`src/pccr_pkg.sv`:
```
// package of offsets, field layouts and reset values for the capability registers
package pccr_pkg;

    // ------------------------------------------------------------------
    // configuration offsets (byte addresses)
    // ------------------------------------------------------------------
    localparam logic [7:0] OFS_SUBSYS_CAP_HEADER = 8'h80;
    localparam logic [7:0] OFS_SUBSYS_CAP_LINK = 8'h81;
    localparam logic [7:0] OFS_BOARD_VENDOR = 8'h84;
    localparam logic [7:0] OFS_BOARD_PRODUCT = 8'h86;
    localparam logic [7:0] OFS_EXPRESS_CAP_HEADER = 8'h90;
    localparam logic [7:0] OFS_EXPRESS_CAP_LINK = 8'h91;
    localparam logic [7:0] OFS_EXPRESS_CAP_SUMMARY = 8'h92;
    localparam logic [7:0] OFS_DEVICE_FEATURE = 8'h94;

    // ------------------------------------------------------------------
    // fixed values
    // ------------------------------------------------------------------
    localparam logic [7:0] SUBSYS_CAP_HEADER_VAL = 8'h0d;
    localparam logic [7:0] SUBSYS_CAP_LINK_VAL = 8'h90;
    localparam logic [7:0] EXPRESS_CAP_HEADER_VAL = 8'h10;
    localparam logic [7:0] EXPRESS_CAP_LINK_VAL = 8'h00;
    localparam logic [15:0] BOARD_CODE_CLEAR = 16'h0000;

    // capabilities summary word fields
    localparam logic [3:0] CAP_VERSION_VAL = 4'h1;
    localparam logic [3:0] PORT_KIND_FIELD_VAL = 4'h7;
    localparam logic SLOT_IMPL_VAL = 1'b0;
    localparam int SUM_VERSION_LSB = 0;
    localparam int SUM_PORT_KIND_LSB = 4;
    localparam int SUM_SLOT_BIT = 8;
    localparam logic [15:0] EXPRESS_CAP_SUMMARY_RST = 16'h0071;

    // device feature word fields
    localparam logic [31:0] DEVICE_FEATURE_RST = 32'h0000_8002;
    localparam logic [2:0] MAX_PAYLOAD_SUPPORTED_VAL = 3'h2;
    localparam logic ROLE_ERROR_REPORTING_VAL = 1'b1;
    localparam int FEAT_MPS_LSB = 0;
    localparam int FEAT_ROLE_ERR_BIT = 15;
    localparam int FEAT_VALUE_LSB = 18;
    localparam int FEAT_SCALE_LSB = 26;

    // slot power limit message payload layout
    localparam int SPL_VALUE_LSB = 0;
    localparam int SPL_SCALE_LSB = 8;
    localparam logic [1:0] POWER_SCALE_RST = 2'h0;
    localparam logic [7:0] POWER_VALUE_RST = 8'h00;

    // scale encodings and their milliwatt factors
    typedef enum logic [1:0] {
        PCCR_SCALE_1_0 = 2'b00,
        PCCR_SCALE_0_1 = 2'b01,
        PCCR_SCALE_0_01 = 2'b10,
        PCCR_SCALE_0_001 = 2'b11
    } pccr_scale_t;
    localparam logic [9:0] MW_FACTOR_1_0 = 10'h3e8;
    localparam logic [9:0] MW_FACTOR_0_1 = 10'h064;
    localparam logic [9:0] MW_FACTOR_0_01 = 10'h00a;
    localparam logic [9:0] MW_FACTOR_0_001 = 10'h001;

endpackage : pccr_pkg

```
`src/pccr_id_store.sv`:
```
// one 16-bit board identification word, cleared only by the fundamental reset
`timescale 1ns/10ps
module pccr_id_store
    import pccr_pkg::*;
(
    input wire logic mclk,
    input wire logic fundamental_chip_reset_b,
    input wire logic eeprom_load,
    input wire logic [15:0] eeprom_word,
    input wire logic alias_wr,
    input wire logic [15:0] alias_word,
    output logic [15:0] code_q
);

    // ------------------------------------------------------------------
    // storage
    // ------------------------------------------------------------------
    // no warm reset input on purpose: only the fundamental reset clears
    always_ff @(posedge mclk or negedge fundamental_chip_reset_b) begin
        if (!fundamental_chip_reset_b) begin
            code_q <= BOARD_CODE_CLEAR;
        end else if (alias_wr) begin
            code_q <= alias_word;
        end else if (eeprom_load) begin
            code_q <= eeprom_word;
        end
    end

endmodule // pccr_id_store

```
`src/pccr_power_capture.sv`:
```
// captures the slot power limit message payload and works out the limit in mW
`timescale 1ns/10ps
module pccr_power_capture
    import pccr_pkg::*;
(
    input wire logic mclk,
    input wire logic rst_b,
    input wire logic warm_clear,
    input wire logic spl_valid,
    input wire logic [9:0] spl_payload,
    output logic [1:0] captured_power_scale_q,
    output logic [7:0] captured_power_value_q,
    output logic [17:0] slot_power_mw_q
);

    logic [9:0] factor;

    // ------------------------------------------------------------------
    // capture
    // ------------------------------------------------------------------
    // a message in the warm-clear cycle wins, so it is never lost
    always_ff @(posedge mclk or negedge rst_b) begin
        if (!rst_b) begin
            captured_power_scale_q <= POWER_SCALE_RST;
            captured_power_value_q <= POWER_VALUE_RST;
        end else if (spl_valid) begin
            captured_power_scale_q <= spl_payload[SPL_SCALE_LSB +: 2];
            captured_power_value_q <= spl_payload[SPL_VALUE_LSB +: 8];
        end else if (warm_clear) begin
            captured_power_scale_q <= POWER_SCALE_RST;
            captured_power_value_q <= POWER_VALUE_RST;
        end
    end

    // ------------------------------------------------------------------
    // limit in milliwatts, one cycle behind the captured fields
    // ------------------------------------------------------------------
    always_comb begin
        unique case (pccr_scale_t'(captured_power_scale_q))
            PCCR_SCALE_1_0: factor = MW_FACTOR_1_0;
            PCCR_SCALE_0_1: factor = MW_FACTOR_0_1;
            PCCR_SCALE_0_01: factor = MW_FACTOR_0_01;
            PCCR_SCALE_0_001: factor = MW_FACTOR_0_001;
        endcase
    end

    always_ff @(posedge mclk or negedge rst_b) begin
        if (!rst_b) begin
            slot_power_mw_q <= 18'h00000;
        end else begin
            slot_power_mw_q <= 18'(captured_power_value_q) * 18'(factor);
        end
    end

endmodule // pccr_power_capture

```
`src/pccr_regs.sv`:
```
// capability list registers: board identification item and express capability item
//
// Overview of operation
// - byte 80h always reads 0Dh, the board identification item header.
// - byte 81h reads 90h, linking on to the express capability item.
// - vendor word 84h and product word 86h are read-only; loaded by eeprom or alias.
// - both identification words clear on fundamental reset only, never on warm reset.
// - byte 90h always reads 10h, the express capability item header.
// - byte 91h reads 00h, ending the capability list.
// - summary word bits 7:4 read 0111b, a bridge to the older parallel bus.
// - summary word bits 3:0 read capability version 1h.
// - summary word bit 8, slot implemented, always reads zero.
// - summary word bits 15:9 always read zero.
// - feature word at 94h is read-only, powering up as 0000 8002.
// - slot power message payload bits 9:8 land in feature bits 27:26.
// - captured scale 00/01/10/11 means multiplier 1.0/0.1/0.01/0.001.
// - payload bits 7:0 land in feature bits 25:18; limit is value times scale.
// - feature word bits 31:28 always read zero.
// - feature word bits 17:16 always read zero.
// - feature bits 2:0 read 010b, a 512 byte largest payload.
// - feature bit 15 reads one, role based error reporting supported.
`timescale 1ns/10ps
module pccr_regs
    import pccr_pkg::*;
(
    input wire logic mclk,
    input wire logic rst_b,
    input wire logic warm_reset,
    input wire logic cfg_req,
    input wire logic cfg_wr,
    input wire logic [7:0] cfg_addr,
    input wire logic [3:0] cfg_be,
    input wire logic [31:0] cfg_wdata,
    output logic cfg_ack_q,
    output logic cfg_hit_q,
    output logic [31:0] cfg_rdata_q,
    output logic cfg_wr_ignored_q,
    input wire logic eeprom_load,
    input wire logic [31:0] eeprom_word,
    input wire logic alias_wr,
    input wire logic [31:0] alias_word,
    input wire logic spl_valid,
    input wire logic [9:0] spl_payload,
    output logic [15:0] board_vendor_code_q,
    output logic [15:0] board_product_code_q,
    output logic [1:0] captured_power_scale_q,
    output logic [7:0] captured_power_value_q,
    output logic [17:0] slot_power_mw_q
);

    // ------------------------------------------------------------------
    // dword addresses of the four occupied words
    // ------------------------------------------------------------------
    localparam logic [5:0] DW_SUBSYS = OFS_SUBSYS_CAP_HEADER[7:2];
    localparam logic [5:0] DW_BOARD = OFS_BOARD_VENDOR[7:2];
    localparam logic [5:0] DW_EXPRESS = OFS_EXPRESS_CAP_HEADER[7:2];
    localparam logic [5:0] DW_FEATURE = OFS_DEVICE_FEATURE[7:2];

    // byte lanes of each field inside its dword
    localparam int LANE_VENDOR = int'(OFS_BOARD_VENDOR[1:0]) * 8;
    localparam int LANE_PRODUCT = int'(OFS_BOARD_PRODUCT[1:0]) * 8;
    localparam int LANE_SUB_HDR = int'(OFS_SUBSYS_CAP_HEADER[1:0]) * 8;
    localparam int LANE_SUB_LINK = int'(OFS_SUBSYS_CAP_LINK[1:0]) * 8;
    localparam int LANE_EXP_HDR = int'(OFS_EXPRESS_CAP_HEADER[1:0]) * 8;
    localparam int LANE_EXP_LINK = int'(OFS_EXPRESS_CAP_LINK[1:0]) * 8;
    localparam int LANE_SUMMARY = int'(OFS_EXPRESS_CAP_SUMMARY[1:0]) * 8;

    // ------------------------------------------------------------------
    // declarations
    // ------------------------------------------------------------------
    logic [5:0] dword_sel;
    logic hit_d;
    logic [15:0] summary_word;
    logic [31:0] feature_word;
    logic [31:0] subsys_dword;
    logic [31:0] board_dword;
    logic [31:0] express_dword;
    logic [31:0] read_word;
    logic [31:0] lane_mask;
    logic [31:0] cfg_rdata_d;
    logic wr_drop_d;

    // write data carries nothing these registers keep
    logic [31:0] wdata_unused;
    assign wdata_unused = cfg_wdata;

    // ------------------------------------------------------------------
    // identification words
    // ------------------------------------------------------------------
    // the block's own rst_b is the fundamental reset; warm_reset never
    // reaches these two, so a hot reset keeps the board identity
    pccr_id_store u_vendor (
        .mclk(mclk),
        .fundamental_chip_reset_b(rst_b),
        .eeprom_load(eeprom_load),
        .eeprom_word(eeprom_word[15:0]),
        .alias_wr(alias_wr),
        .alias_word(alias_word[15:0]),
        .code_q(board_vendor_code_q)
    );

    pccr_id_store u_product (
        .mclk(mclk),
        .fundamental_chip_reset_b(rst_b),
        .eeprom_load(eeprom_load),
        .eeprom_word(eeprom_word[31:16]),
        .alias_wr(alias_wr),
        .alias_word(alias_word[31:16]),
        .code_q(board_product_code_q)
    );

    // ------------------------------------------------------------------
    // slot power limit capture
    // ------------------------------------------------------------------
    pccr_power_capture u_power (
        .mclk(mclk),
        .rst_b(rst_b),
        .warm_clear(warm_reset),
        .spl_valid(spl_valid),
        .spl_payload(spl_payload),
        .captured_power_scale_q(captured_power_scale_q),
        .captured_power_value_q(captured_power_value_q),
        .slot_power_mw_q(slot_power_mw_q)
    );

    // ------------------------------------------------------------------
    // capabilities summary word
    // ------------------------------------------------------------------
    always_comb begin
        summary_word = 16'h0000;
        summary_word[SUM_VERSION_LSB +: 4] = CAP_VERSION_VAL;
        summary_word[SUM_PORT_KIND_LSB +: 4] = PORT_KIND_FIELD_VAL;
        summary_word[SUM_SLOT_BIT] = SLOT_IMPL_VAL;
    end

    // ------------------------------------------------------------------
    // device feature word
    // ------------------------------------------------------------------
    // bits 31:28 and 17:16 stay at the cleared value; the latency and
    // indicator fields are not held here and read as their zero default
    always_comb begin
        feature_word = 32'h0000_0000;
        feature_word[FEAT_MPS_LSB +: 3] = MAX_PAYLOAD_SUPPORTED_VAL;
        feature_word[FEAT_ROLE_ERR_BIT] = ROLE_ERROR_REPORTING_VAL;
        feature_word[FEAT_VALUE_LSB +: 8] = captured_power_value_q;
        feature_word[FEAT_SCALE_LSB +: 2] = captured_power_scale_q;
    end

    // ------------------------------------------------------------------
    // dword images
    // ------------------------------------------------------------------
    always_comb begin
        subsys_dword = 32'h0000_0000;
        subsys_dword[LANE_SUB_HDR +: 8] = SUBSYS_CAP_HEADER_VAL;
        subsys_dword[LANE_SUB_LINK +: 8] = SUBSYS_CAP_LINK_VAL;
    end

    always_comb begin
        board_dword = 32'h0000_0000;
        board_dword[LANE_VENDOR +: 16] = board_vendor_code_q;
        board_dword[LANE_PRODUCT +: 16] = board_product_code_q;
    end

    always_comb begin
        express_dword = 32'h0000_0000;
        express_dword[LANE_EXP_HDR +: 8] = EXPRESS_CAP_HEADER_VAL;
        express_dword[LANE_EXP_LINK +: 8] = EXPRESS_CAP_LINK_VAL;
        express_dword[LANE_SUMMARY +: 16] = summary_word;
    end

    // ------------------------------------------------------------------
    // address decode
    // ------------------------------------------------------------------
    // the low two address bits are ignored: requests are whole dwords
    // and byte enables pick the lanes
    assign dword_sel = cfg_addr[7:2];

    always_comb begin
        hit_d = 1'b1;
        read_word = 32'h0000_0000;
        unique case (dword_sel)
            DW_SUBSYS: read_word = subsys_dword;
            DW_BOARD: read_word = board_dword;
            DW_EXPRESS: read_word = express_dword;
            DW_FEATURE: read_word = feature_word;
            default: hit_d = 1'b0;
        endcase
    end

    // lanes not enabled read zero so a narrow read sees only its bytes
    always_comb begin
        for (int i = 0; i < 4; i++) begin
            lane_mask[i*8 +: 8] = {8{cfg_be[i]}};
        end
    end

    // reads return the masked image; writes return zero data
    always_comb begin
        cfg_rdata_d = 32'h0000_0000;
        if (!cfg_wr) begin
            cfg_rdata_d = read_word & lane_mask;
        end
    end

    // a write into the occupied words is swallowed: no storage sees it
    assign wr_drop_d = cfg_req && cfg_wr && hit_d;

    // ------------------------------------------------------------------
    // answer: every request, read or write, is answered the next cycle
    // ------------------------------------------------------------------
    always_ff @(posedge mclk or negedge rst_b) begin
        if (!rst_b) begin
            cfg_ack_q <= 1'b0;
        end else begin
            cfg_ack_q <= cfg_req;
        end
    end

    always_ff @(posedge mclk or negedge rst_b) begin
        if (!rst_b) begin
            cfg_hit_q <= 1'b0;
        end else if (cfg_req) begin
            cfg_hit_q <= hit_d;
        end else begin
            cfg_hit_q <= 1'b0;
        end
    end

    // data holds between answers so a slow consumer can still pick it up
    always_ff @(posedge mclk or negedge rst_b) begin
        if (!rst_b) begin
            cfg_rdata_q <= 32'h0000_0000;
        end else if (cfg_req) begin
            cfg_rdata_q <= cfg_rdata_d;
        end
    end

    always_ff @(posedge mclk or negedge rst_b) begin
        if (!rst_b) begin
            cfg_wr_ignored_q <= 1'b0;
        end else begin
            cfg_wr_ignored_q <= wr_drop_d;
        end
    end

endmodule // pccr_regs

```
`config.mk`:
```
export PLATFORM = sky130hd
export DESIGN_NAME = pccr_regs
export DESIGN_NICKNAME = d
export VERILOG_FILES = /design/src/pccr_pkg.sv /design/src/pccr_id_store.sv /design/src/pccr_power_capture.sv /design/src/pccr_regs.sv
export SDC_FILE = /design/constraint.sdc
export NUM_CORES = 1
export LEC_CHECK = 0
export ABC_AREA = 1
export BUFFER_PORTS_ARGS = -buffer_cell sky130_fd_sc_hd__buf_2
export CORE_UTILIZATION = 40
export DETAILED_ROUTE_END_ITERATION = 8
export PLACE_DENSITY = 0.75
export SLEW_MARGIN = 20
export SYNTH_ARGS = -nofsm -noshare
export SYNTH_HDL_FRONTEND = slang
export SYNTH_SLANG_ARGS = --single-unit
export TNS_END_PERCENT = 30
```
`constraint.sdc`:
```
create_clock -name mclk -period 6.9 [get_ports mclk]
set_clock_uncertainty 0.15 [all_clocks]
set_input_delay 0 -clock mclk [delete_from_list [all_inputs] [get_ports mclk]]
set_output_delay 0 -clock mclk [all_outputs]
set_load 0.05 [all_outputs]
```
==> results.md, run 1 <==
Floorplanning:
- The die extent in y is 131.2 µm.
- 221 I/O pins were placed.
- The floorplan step defined a die boundary enclosing 17200 µm².
- The initial utilization of the core area, before any placement, comes to 0.4155.
- The region available for standard cell placement spans 16060 µm².
- The site row count is 46.
- The width of the chip is 131.2 µm.

Synthesis:
- The sequential cell area fraction in the yosys report is 0.3563.
- In the synthesized netlist the dominant register cell turns out to be sky130_fd_sc_hd__dfrtp_1.
- The number of synthesized register bits is 95.
- The cell type with the largest total area after synthesis is sky130_fd_sc_hd__dfrtp_1.
- In the synthesized netlist, the number of instances is 800.
- The net count of the mapped netlist is 1014.
- For this run, the number of Yosys warnings is 0.
- The cell area after synthesis is 6673 µm².
- The mean post-synth cell area is 8.341 µm².
- Sorting the synthesized cells by area gives the leading types as sky130_fd_sc_hd__dfrtp_1 36%, sky130_fd_sc_hd__fa_1 12%, sky130_fd_sc_hd__nand2_1 11%, sky130_fd_sc_hd__inv_1 9.2%, sky130_fd_sc_hd__ha_1 9.0%.
- Of the post-synthesis cell area, the dominant cell type holds 0.3563.
- Counting distinct cell types in the post-synthesis netlist gives 30.
- The proportion of synthesized flip-flops having asynchronous set or reset is 1.000.
- The synthesized design contains 0 enable-type register cells.

Worst setup path:
- The required time of the worst setup path is 7.01 ns.
- Along the worst path, the maximum fanout reaches 14.
- The worst setup path is launched from a register.
- The worst setup path is captured at a register.
- At the worst endpoint, the arrival time is 5.11 ns.
- By startpoint and endpoint, the worst setup path is classified as register to register.

Timing:
- At the pin with the least slew margin, the transition time is 1.080 ns.
- The setup TNS is 0 ns.
- Setup repair after global routing left no endpoint under its margin.
- The clock period could shrink to 4.999 ns.
- Measured against its own limit, the worst slew margin works out to 0.2800.
- The post-route worst hold slack is 0.02025 ns.
- The worst path meets setup with 1.901 ns of slack.
- The final setup violation count is 0.
- Timing would allow up to 0.2000 GHz.
- The share of the clock period used by the worst path after layout is 0.7246.
- The final count of hold timing violations is 0.
- The max-slew violation total from the final report is 0.

Final layout:
- The ratio of cells with drive above 1 in the final layout is 0.2262.
- The non-filler instance count after layout is 1300.
- The total non-filler cell area in the finished layout is 9090 µm².
- Counting the fill cells in the layout gives 1439.
- The synthesis-to-layout area growth is 36.23%.
- The final-stage net count is 1292.
- The utilization after layout is 0.5661.

Worst hold path:
- The tightest min-delay check is of the input pin to register type.

Clocking:
- Counting along the longest clock path gives a buffer depth of 2.
- The clock drives 95 sinks.
- The post-CTS setup buffer count is 0.
- For the worst-skew pair, the clock arrives at the later sink with an insertion delay of 0.36 ns.
- TritonCTS built the clock tree.
- The cell at the root of the clock tree is sky130_fd_sc_hd__clkbuf_16.
- The clock slew at the register clock pins of the worst setup and hold paths is 0.08 ns.
- The clock tree synthesis step divided the H-tree into 3 levels.
- Counting the buffers created by CTS gives 9.

Placement:
- The HPWL after detailed placement is 13930 µm.
- In this run the cell area measured after placement is 7737 µm².
- The number of instances in the placed design is 1178.
- OpenSTA, run right after detailed placement, puts the worst setup slack at 1.989 ns.
- The placer's final routability congestion estimate is 0.8790.
- Input and output buffers added on the ports amount to 186.

Flow run:
- The count of max-cap constraint violations is 0.

Route:
- The total detailed-routing wirelength is 19790 µm.
- Before antenna repair, the detailed router went through 5 iterations.
- The number of DRC markers after the initial detailed-route iteration is 538.
- The count of nets left with antenna violations once routing finished came out at 0.
- The average routed wire per standard cell is 15.23 µm.
- The via-per-instance ratio is 4.964.
- Across all layers, the routed design uses 6453 vias.
- The total DRC errors in the routed layout is 0.

GRT:
- For this run, the total global-route usage over all layers was measured as 0.2373.
- The initial antenna violation count is 1.
- The number of global-route vias before repair is 6351.
- Entering global routing, the biggest net connects 61 pins.
- The global route total overflow is 0.
- The first global-routing pass estimated 32000 µm of wire.

Power and ir drop:
- The maximum resistive drop on vdd is 149.8 µV.
- The total leakage power is 5.129 nW.
- The post-route total power is 2.058 mW.
- For this design the ratio of total power to cell area is 226.4 nW/µm².

Run status:
- The run finished with clean final reports.
[path summary, 6_finish.rpt]
path | slack (ns) | startpoint | endpoint | depth (start not counted)
max | 1.90 | u_power.captured_power_scale_q[0] | u_power.slot_power_mw_q[17] | 19
min | 0.02 | cfg_addr[5] | cfg_rdata_q[1] | 6
max reg2reg | 1.90 | u_power.captured_power_scale_q[0] | u_power.slot_power_mw_q[17] | 19
min reg2reg | 0.33 | cfg_rdata_q[6] | cfg_rdata_q[6] | 2
max in group asynchronous | 4.93 | rst_b | u_power.captured_power_value_q[4] | 4
min in group asynchronous | 0.51 | rst_b | u_power.slot_power_mw_q[12] | 3
[power by group]
part	internal (mW)	total [mW]	switching [mW]
logic	0.292	0.903	0.611
registers	0.616	0.642	0.0255
clock network	0.257	0.514	0.257
total	1.16	2.06	0.894
[cell usage after synthesis (3+ instances only)]
cell type                  instances
sky130_fd_sc_hd__nand4_1           5
sky130_fd_sc_hd__o21ai_0          14
sky130_fd_sc_hd__fa_1             40
sky130_fd_sc_hd__buf_2             3
sky130_fd_sc_hd__xor2_1            4
sky130_fd_sc_hd__a21oi_1           7
sky130_fd_sc_hd__o21ai_1          15
sky130_fd_sc_hd__xnor2_1           4
sky130_fd_sc_hd__o211ai_2         30
sky130_fd_sc_hd__buf_6             6
sky130_fd_sc_hd__dfrtp_1          95
sky130_fd_sc_hd__nand2_1         193
sky130_fd_sc_hd__clkbuf_1         15
sky130_fd_sc_hd__o31ai_1          13
sky130_fd_sc_hd__nor3_1            3
sky130_fd_sc_hd__nand3_1          51
sky130_fd_sc_hd__ha_1             48
sky130_fd_sc_hd__nor2_1           73
sky130_fd_sc_hd__inv_2             4
sky130_fd_sc_hd__inv_1           164
[critical path: stages (launching register included)]
cell and delay, ns:
sky130_fd_sc_hd__dfrtp_1 0.68, sky130_fd_sc_hd__inv_1 0.28, sky130_fd_sc_hd__nor2_1 0.28, sky130_fd_sc_hd__inv_1 0.13, sky130_fd_sc_hd__nor2_1 0.16, sky130_fd_sc_hd__fa_1 0.46, sky130_fd_sc_hd__fa_1 0.53, sky130_fd_sc_hd__fa_1 0.54
sky130_fd_sc_hd__inv_1 0.05, sky130_fd_sc_hd__fa_1 0.52, sky130_fd_sc_hd__inv_1 0.04, sky130_fd_sc_hd__ha_1 0.34, sky130_fd_sc_hd__nand2_1 0.10, sky130_fd_sc_hd__inv_1 0.07, sky130_fd_sc_hd__nand2_1 0.06, sky130_fd_sc_hd__nand3_1 0.18
sky130_fd_sc_hd__nand2_1 0.14, sky130_fd_sc_hd__nand2_1 0.06, sky130_fd_sc_hd__nand2_1 0.06, sky130_fd_sc_hd__nand2_1 0.04
[state kept, by name (all words and copies together), names as in the netlist]
signal                          cells
cfg_ack_q                           1
cfg_hit_q                           1
cfg_rdata_q                        32
cfg_wr_ignored_q                    1
u_power.captured_power_scale_q      2
u_power.captured_power_value_q      8
u_power.slot_power_mw_q            18
u_product.code_q                   16
u_vendor.code_q                    16
[cells in the final DEF, fill, tap and decap left out, types with 2 or more instances in the layout]
| cell type | n |
|---|---|
| sky130_fd_sc_hd__nand2_1 | 193 |
| sky130_fd_sc_hd__o21ai_1 | 15 |
| sky130_fd_sc_hd__inv_1 | 164 |
| sky130_fd_sc_hd__nand2_2 | 2 |
| sky130_fd_sc_hd__nand4_1 | 5 |
| sky130_fd_sc_hd__nor2_1 | 73 |
| sky130_fd_sc_hd__o31ai_1 | 13 |
| sky130_fd_sc_hd__clkinvlp_4 | 2 |
| sky130_fd_sc_hd__or2_2 | 2 |
| sky130_fd_sc_hd__buf_4 | 2 |
| sky130_fd_sc_hd__o211ai_1 | 2 |
| sky130_fd_sc_hd__o21ai_0 | 14 |
| sky130_fd_sc_hd__xor2_1 | 4 |
| sky130_fd_sc_hd__ha_1 | 48 |
| sky130_fd_sc_hd__inv_2 | 4 |
| sky130_fd_sc_hd__a21oi_1 | 7 |
| sky130_fd_sc_hd__o211ai_2 | 30 |
| sky130_fd_sc_hd__dfrtp_1 | 95 |
| sky130_fd_sc_hd__inv_8 | 3 |
| sky130_fd_sc_hd__nor3_1 | 3 |
| sky130_fd_sc_hd__dlygate4sd3_1 | 105 |
| sky130_fd_sc_hd__xnor2_1 | 4 |
| sky130_fd_sc_hd__nor2_2 | 2 |
| sky130_fd_sc_hd__buf_2 | 185 |
| sky130_fd_sc_hd__fa_1 | 40 |
| sky130_fd_sc_hd__nand3_1 | 51 |
| sky130_fd_sc_hd__clkbuf_16 | 9 |
[kinds of logic (layout without fill, tap and decap cells)]
| group | Yosys count | in the layout | synth area share |
|---|---|---|---|
| buffers and inverters | 193 | 476 | 0.1164 |
| AND/OR/NAND/NOR | 333 | 333 | 0.2044 |
| XOR/XNOR | 8 | 8 | 0.01050 |
| flip-flops | 95 | 95 | 0.3563 |
| adder cells (fa/ha/maj) | 88 | 88 | 0.2100 |
| other | 0 | 1 | 0 |
| AO/OA/AOI/OAI | 83 | 83 | 0.1024 |
[timing repair]
item | in CTS | in global routing
hold endpoints to repair | 91 | 0
resized for setup | 0 | 0
endpoints found under the setup margin | 0 | 0
hold buffers | 105 | 0
[final cells by class]
cell class / count / area (µm²) / share of cell area
sequential: 95 / 2377 / 0.2615
antenna: 1 / 2.502 / 0.0002753
clock buffer: 9 / 225.2 / 0.02478
inverter: 168 / 630.6 / 0.06937
timing repair buffer: 292 / 1992 / 0.2191
tap: 216 / 270.3 / 0.02973
multi-input combinational: 512 / 3518 / 0.3871
clock inverter: 7 / 73.82 / 0.008121
[routing by layer]
layer,share of wire,wire length [µm],global-route usage
met1,0.44,8708,0.3130
met2,0.45,8859,0.3617
met3,0.066,1302,0.05671
met4,0.047,922,0.1229
met5,0,0,0
(Power assumes the default switching activity.)
==> run 2, diff against run 1 <==
--- a/config.mk
+++ b/config.mk
@@ -9,7 +9,7 @@
 export BUFFER_PORTS_ARGS = -buffer_cell sky130_fd_sc_hd__buf_2
 export CORE_UTILIZATION = 40
 export DETAILED_ROUTE_END_ITERATION = 8
-export PLACE_DENSITY = 0.75
+export PLACE_DENSITY = 0.77
 export SLEW_MARGIN = 20
 export SYNTH_ARGS = -nofsm -noshare
 export SYNTH_HDL_FRONTEND = slang
==> constraint.sdc (replaced) <==
create_clock -name mclk -period 4.4 [get_ports mclk]
set_clock_uncertainty 0.15 [all_clocks]
set_input_delay 0 -clock mclk [delete_from_list [all_inputs] [get_ports mclk]]
set_output_delay 0 -clock mclk [all_outputs]
set_load 0.05 [all_outputs]
==> results.md, run 2 (synthesis gave the netlist of run 1 again) <==
Run status:
- Run status: completed (unchanged).

GRT:
- The initial antenna violation count was 0 (was 1).
- The most utilized layer in the global route result is met2 (unchanged).
- The met1 track demand over resource in global routing is 0.3241 (was 0.3130).
- The aggregate global-route resource usage came to 0.2390 (was 0.2373).
- The met3 layer usage reported by global route was 0.03974 (was 0.05671).
- The first-pass GRT wire length is 32430 µm (was 32000 µm).
- The maximum number of pins on one net before global-route repair is 61 (unchanged).
- The global route total overflow came to 0 (unchanged).
- The met2 track utilization from global routing came to 0.3673 (was 0.3617).
- The number of global-route vias before repair came to 6439 (was 6351).

Route:
- The number of DRC markers after the initial detailed-route iteration is 542 (was 538).
- The first-pass detailed-route iteration total is 5 (unchanged).
- The average routed wire per standard cell is 15.17 µm (was 15.23 µm).
- The total number of vias is 6492 (was 6453).
- The remaining number of nets flagged by the antenna check after routing is 0 (unchanged).
- The total detailed-routing wirelength is 20150 µm (was 19790 µm).
- The total DRC errors in the routed layout was 0 (unchanged).
- The via-per-instance ratio is 4.889 (was 4.964).

Final layout:
- The largest register by flop count is cfg_rdata_q (unchanged).
- The number of antenna diodes is 0 (was 1).
- The final-stage net count is 1321 (was 1292).
- Largest registers in the final layout: cfg_rdata_q: 32 flops, u_power.slot_power_mw_q: 18 flops (unchanged).
- The synthesis-to-layout area growth is 41.42% (was 36.23%).
- The area of the multi-input gates is 3646 µm² (was 3518 µm²).
- The number of flip-flops under the largest register name was 32 (unchanged).
- Commonest non-fill, non-tap cells in the layout: 192 x sky130_fd_sc_hd__nand2_1, 185 x sky130_fd_sc_hd__buf_2, 160 x sky130_fd_sc_hd__inv_1 (was 193 x sky130_fd_sc_hd__nand2_1, 185 x sky130_fd_sc_hd__buf_2, 164 x sky130_fd_sc_hd__inv_1).
- The count of fill cells added during filler insertion is 1390 (was 1439).
- The most common cell after layout, fill and taps aside is sky130_fd_sc_hd__nand2_1 (unchanged).
- The area taken by flip-flops and latches is 2380 µm² (was 2377 µm²).
- The utilization after layout is 0.5877 (was 0.5661).
- The ratio of cells with drive above 1 in the final layout came to 0.2707 (was 0.2262).

Worst hold path:
- The kind of path behind the tightest hold check is input pin to register (unchanged).

Timing:
- The final count of hold timing violations is 0 (unchanged).
- Setup repair after global routing missed its margin: true (was false).
- The final critical-path required period is 4.214 ns (was 4.999 ns).
- The final setup violation count is 0 (unchanged).
- The max-slew violation total from the final report is 0 (unchanged).
- The highest achievable clock rate is 0.2373 GHz (was 0.2000 GHz).
- The worst-case headroom to the max-slew limit is 0.2813 (was 0.2800).
- The transition time at the pin with the least slew margin is 1.077 ns (was 1.080 ns).
- The share of the clock period used by the worst path after layout was 0.9577 (was 0.7246).
- The smallest setup slack after layout came to 0.1859 ns (was 1.901 ns).
- The post-route worst hold slack was 0.02609 ns (was 0.02025 ns).

Power and ir drop:
- The post-route total power is 3.363 mW (was 2.058 mW).
- The total leakage power is 5.275 nW (was 5.129 nW).
- The power density of the placed cells is 356.4 nW/µm² (was 226.4 nW/µm²).
- The maximum resistive drop on vdd is 240.0 µV (was 149.8 µV).

Placement:
- The final HPWL from detailed placement was 14420 µm (was 13930 µm).
- The placer's final routability congestion estimate is 0.9094 (was 0.8790).
- The count of port buffers added during placement is 186 (unchanged).
- The pre-CTS setup slack is 0.01299 ns (was 1.989 ns).

Floorplanning:
- The core box area was 16060 µm² (unchanged).
- The width of the chip is 131.2 µm (unchanged).
- The site row count is 46 (unchanged).
- The die extent in y came to 131.2 µm (unchanged).
- The number of top-level pins is 221 (unchanged).
- The starting utilization of the core area is 0.4155 (unchanged).
- The area enclosed by the die boundary is 17200 µm² (unchanged).

Clocking:
- The TritonCTS clock tree is yes (unchanged).
- The total clock sinks was 95 (unchanged).
- The clock slew at the register clock pins of the worst setup and hold paths is 0.07 ns (was 0.08 ns).
- The H-tree level count is 3 (unchanged).
- The number of buffers created by CTS was 9 (unchanged).
- The number of buffers between clock root and the deepest sink is 2 (unchanged).
- The cell at the root of the clock tree is sky130_fd_sc_hd__clkbuf_16 (unchanged).
- The insertion delay to the later sink of the worst-skew pair is 0.36 ns (about the same).

Worst setup path:
- The setup slack of the worst register-to-register path came to 0.19 ns (was 1.90 ns).
- The critical path launch point type is a register (unchanged).
- The origin of the critical flop-to-flop path was u_power.captured_power_scale_q[1] (was u_power.captured_power_scale_q[0]).
- The capture point of the worst path was u_power.slot_power_mw_q[17] (unchanged).
- The data arrival time of the worst path is 4.31 ns (was 5.11 ns).
- The critical path endpoint category was a register (unchanged).
- The worst-path maximum fanout is 6 (was 14).
- The required time of the worst setup path is 4.49 ns (was 7.01 ns).
- The depth of the worst register-to-register path is 18 (was 19).
- The origin of the worst setup path is u_power.captured_power_scale_q[1] (was u_power.captured_power_scale_q[0]).
- The worst reg2reg path endpoint was u_power.slot_power_mw_q[17] (unchanged).
- The type of the worst setup path is register to register (unchanged).

Flow run:
- The count of max-cap constraint violations came to 0 (unchanged).
## run 2: cell types whose count changed in the layout (fill, tap and decap cells not counted), moves of 5 or more
| cell | previous run | this run |
|---|---|---|
| sky130_fd_sc_hd__buf_4 | 2 | 31 |
| sky130_fd_sc_hd__nor2_1 | 73 | 63 |
| sky130_fd_sc_hd__nor2_2 | 2 | 9 |
| sky130_fd_sc_hd__ha_1 | 48 | 43 |
| sky130_fd_sc_hd__ha_4 | 0 | 5 |
## run 2: cell type report
class,instances,area share
repair buffers,321,0.2342
flip-flops and latches,95,0.2522
clock inverters,7,0.007955
well taps,216,0.02864
clock buffers,9,0.02387
inverters,168,0.06683
multi-input cells,512,0.3864
## run 2: worst min-delay path by stage
stage | start | to | cells after the start | slack [ns]
after floorplan | rst_b | cfg_ack_q | 0 | -0.45
after global placement | rst_b | u_power.slot_power_mw_q[13] | 1 | -0.02
after detailed placement | rst_b | u_power.slot_power_mw_q[13] | 1 | -0.01
after CTS | cfg_addr[4] | cfg_rdata_q[16] | 5 | 0.02
after global routing | cfg_addr[4] | cfg_rdata_q[16] | 5 | 0.05
final | cfg_addr[4] | cfg_rdata_q[16] | 5 | 0.03
## run 2: power by group
group	total, mW	leakage (nW)	switching, mW	internal [mW]
logic	1.57	3.91	1.00	0.564
clock network	0.793	0.143	0.392	0.401
registers	1.00	1.22	0.0349	0.967
total	3.36	5.27	1.43	1.93
## run 2: worst max-delay path: stages (launching register included)
cell and delay (ns):
sky130_fd_sc_hd__dfrtp_2 0.47, sky130_fd_sc_hd__buf_4 0.17, sky130_fd_sc_hd__nor2_2 0.14, sky130_fd_sc_hd__inv_1 0.08, sky130_fd_sc_hd__fa_1 0.53, sky130_fd_sc_hd__inv_1 0.05
sky130_fd_sc_hd__fa_1 0.47, sky130_fd_sc_hd__fa_1 0.56, sky130_fd_sc_hd__inv_1 0.06, sky130_fd_sc_hd__fa_1 0.53, sky130_fd_sc_hd__inv_1 0.06, sky130_fd_sc_hd__ha_4 0.28
sky130_fd_sc_hd__nand2_1 0.06, sky130_fd_sc_hd__inv_2 0.07, sky130_fd_sc_hd__nand2_1 0.09, sky130_fd_sc_hd__nor3_1 0.13, sky130_fd_sc_hd__nand2_1 0.09, sky130_fd_sc_hd__nand3_1 0.09
sky130_fd_sc_hd__nand2_1 0.05
## run 2: repair_timing
action / 4_1_cts / 5_1_grt
buffers inserted: 2 / 0
hold endpoints to repair: 118 / 0
hold buffers: 105 / 0
cloned: 0 / 0
gates resized for setup: 1 / 25
setup endpoints to repair: 2 / 10
pin swaps: 0 / 5
## run 2: routing by layer
layer | up-vias | routed length, µm
met3 | 51 | 1414
met1 | 3085 | 8717
met2 | 267 | 9172
li1 | 3089 | -
met5 | - | 0
met4 | 0 | 845
## run 2: per-stage QoR
step | setup TNS, ns | std cells | cell area [µm²]
final | 0 | 1328 | 9437
after global routing | -0.05506 | 1328 | 9437
after CTS | 0 | 1328 | 9316
after detailed placement | 0 | 1205 | 7948
after global placement | 0 | 1205 | 7948
after floorplan | 0 | 800 | 6689
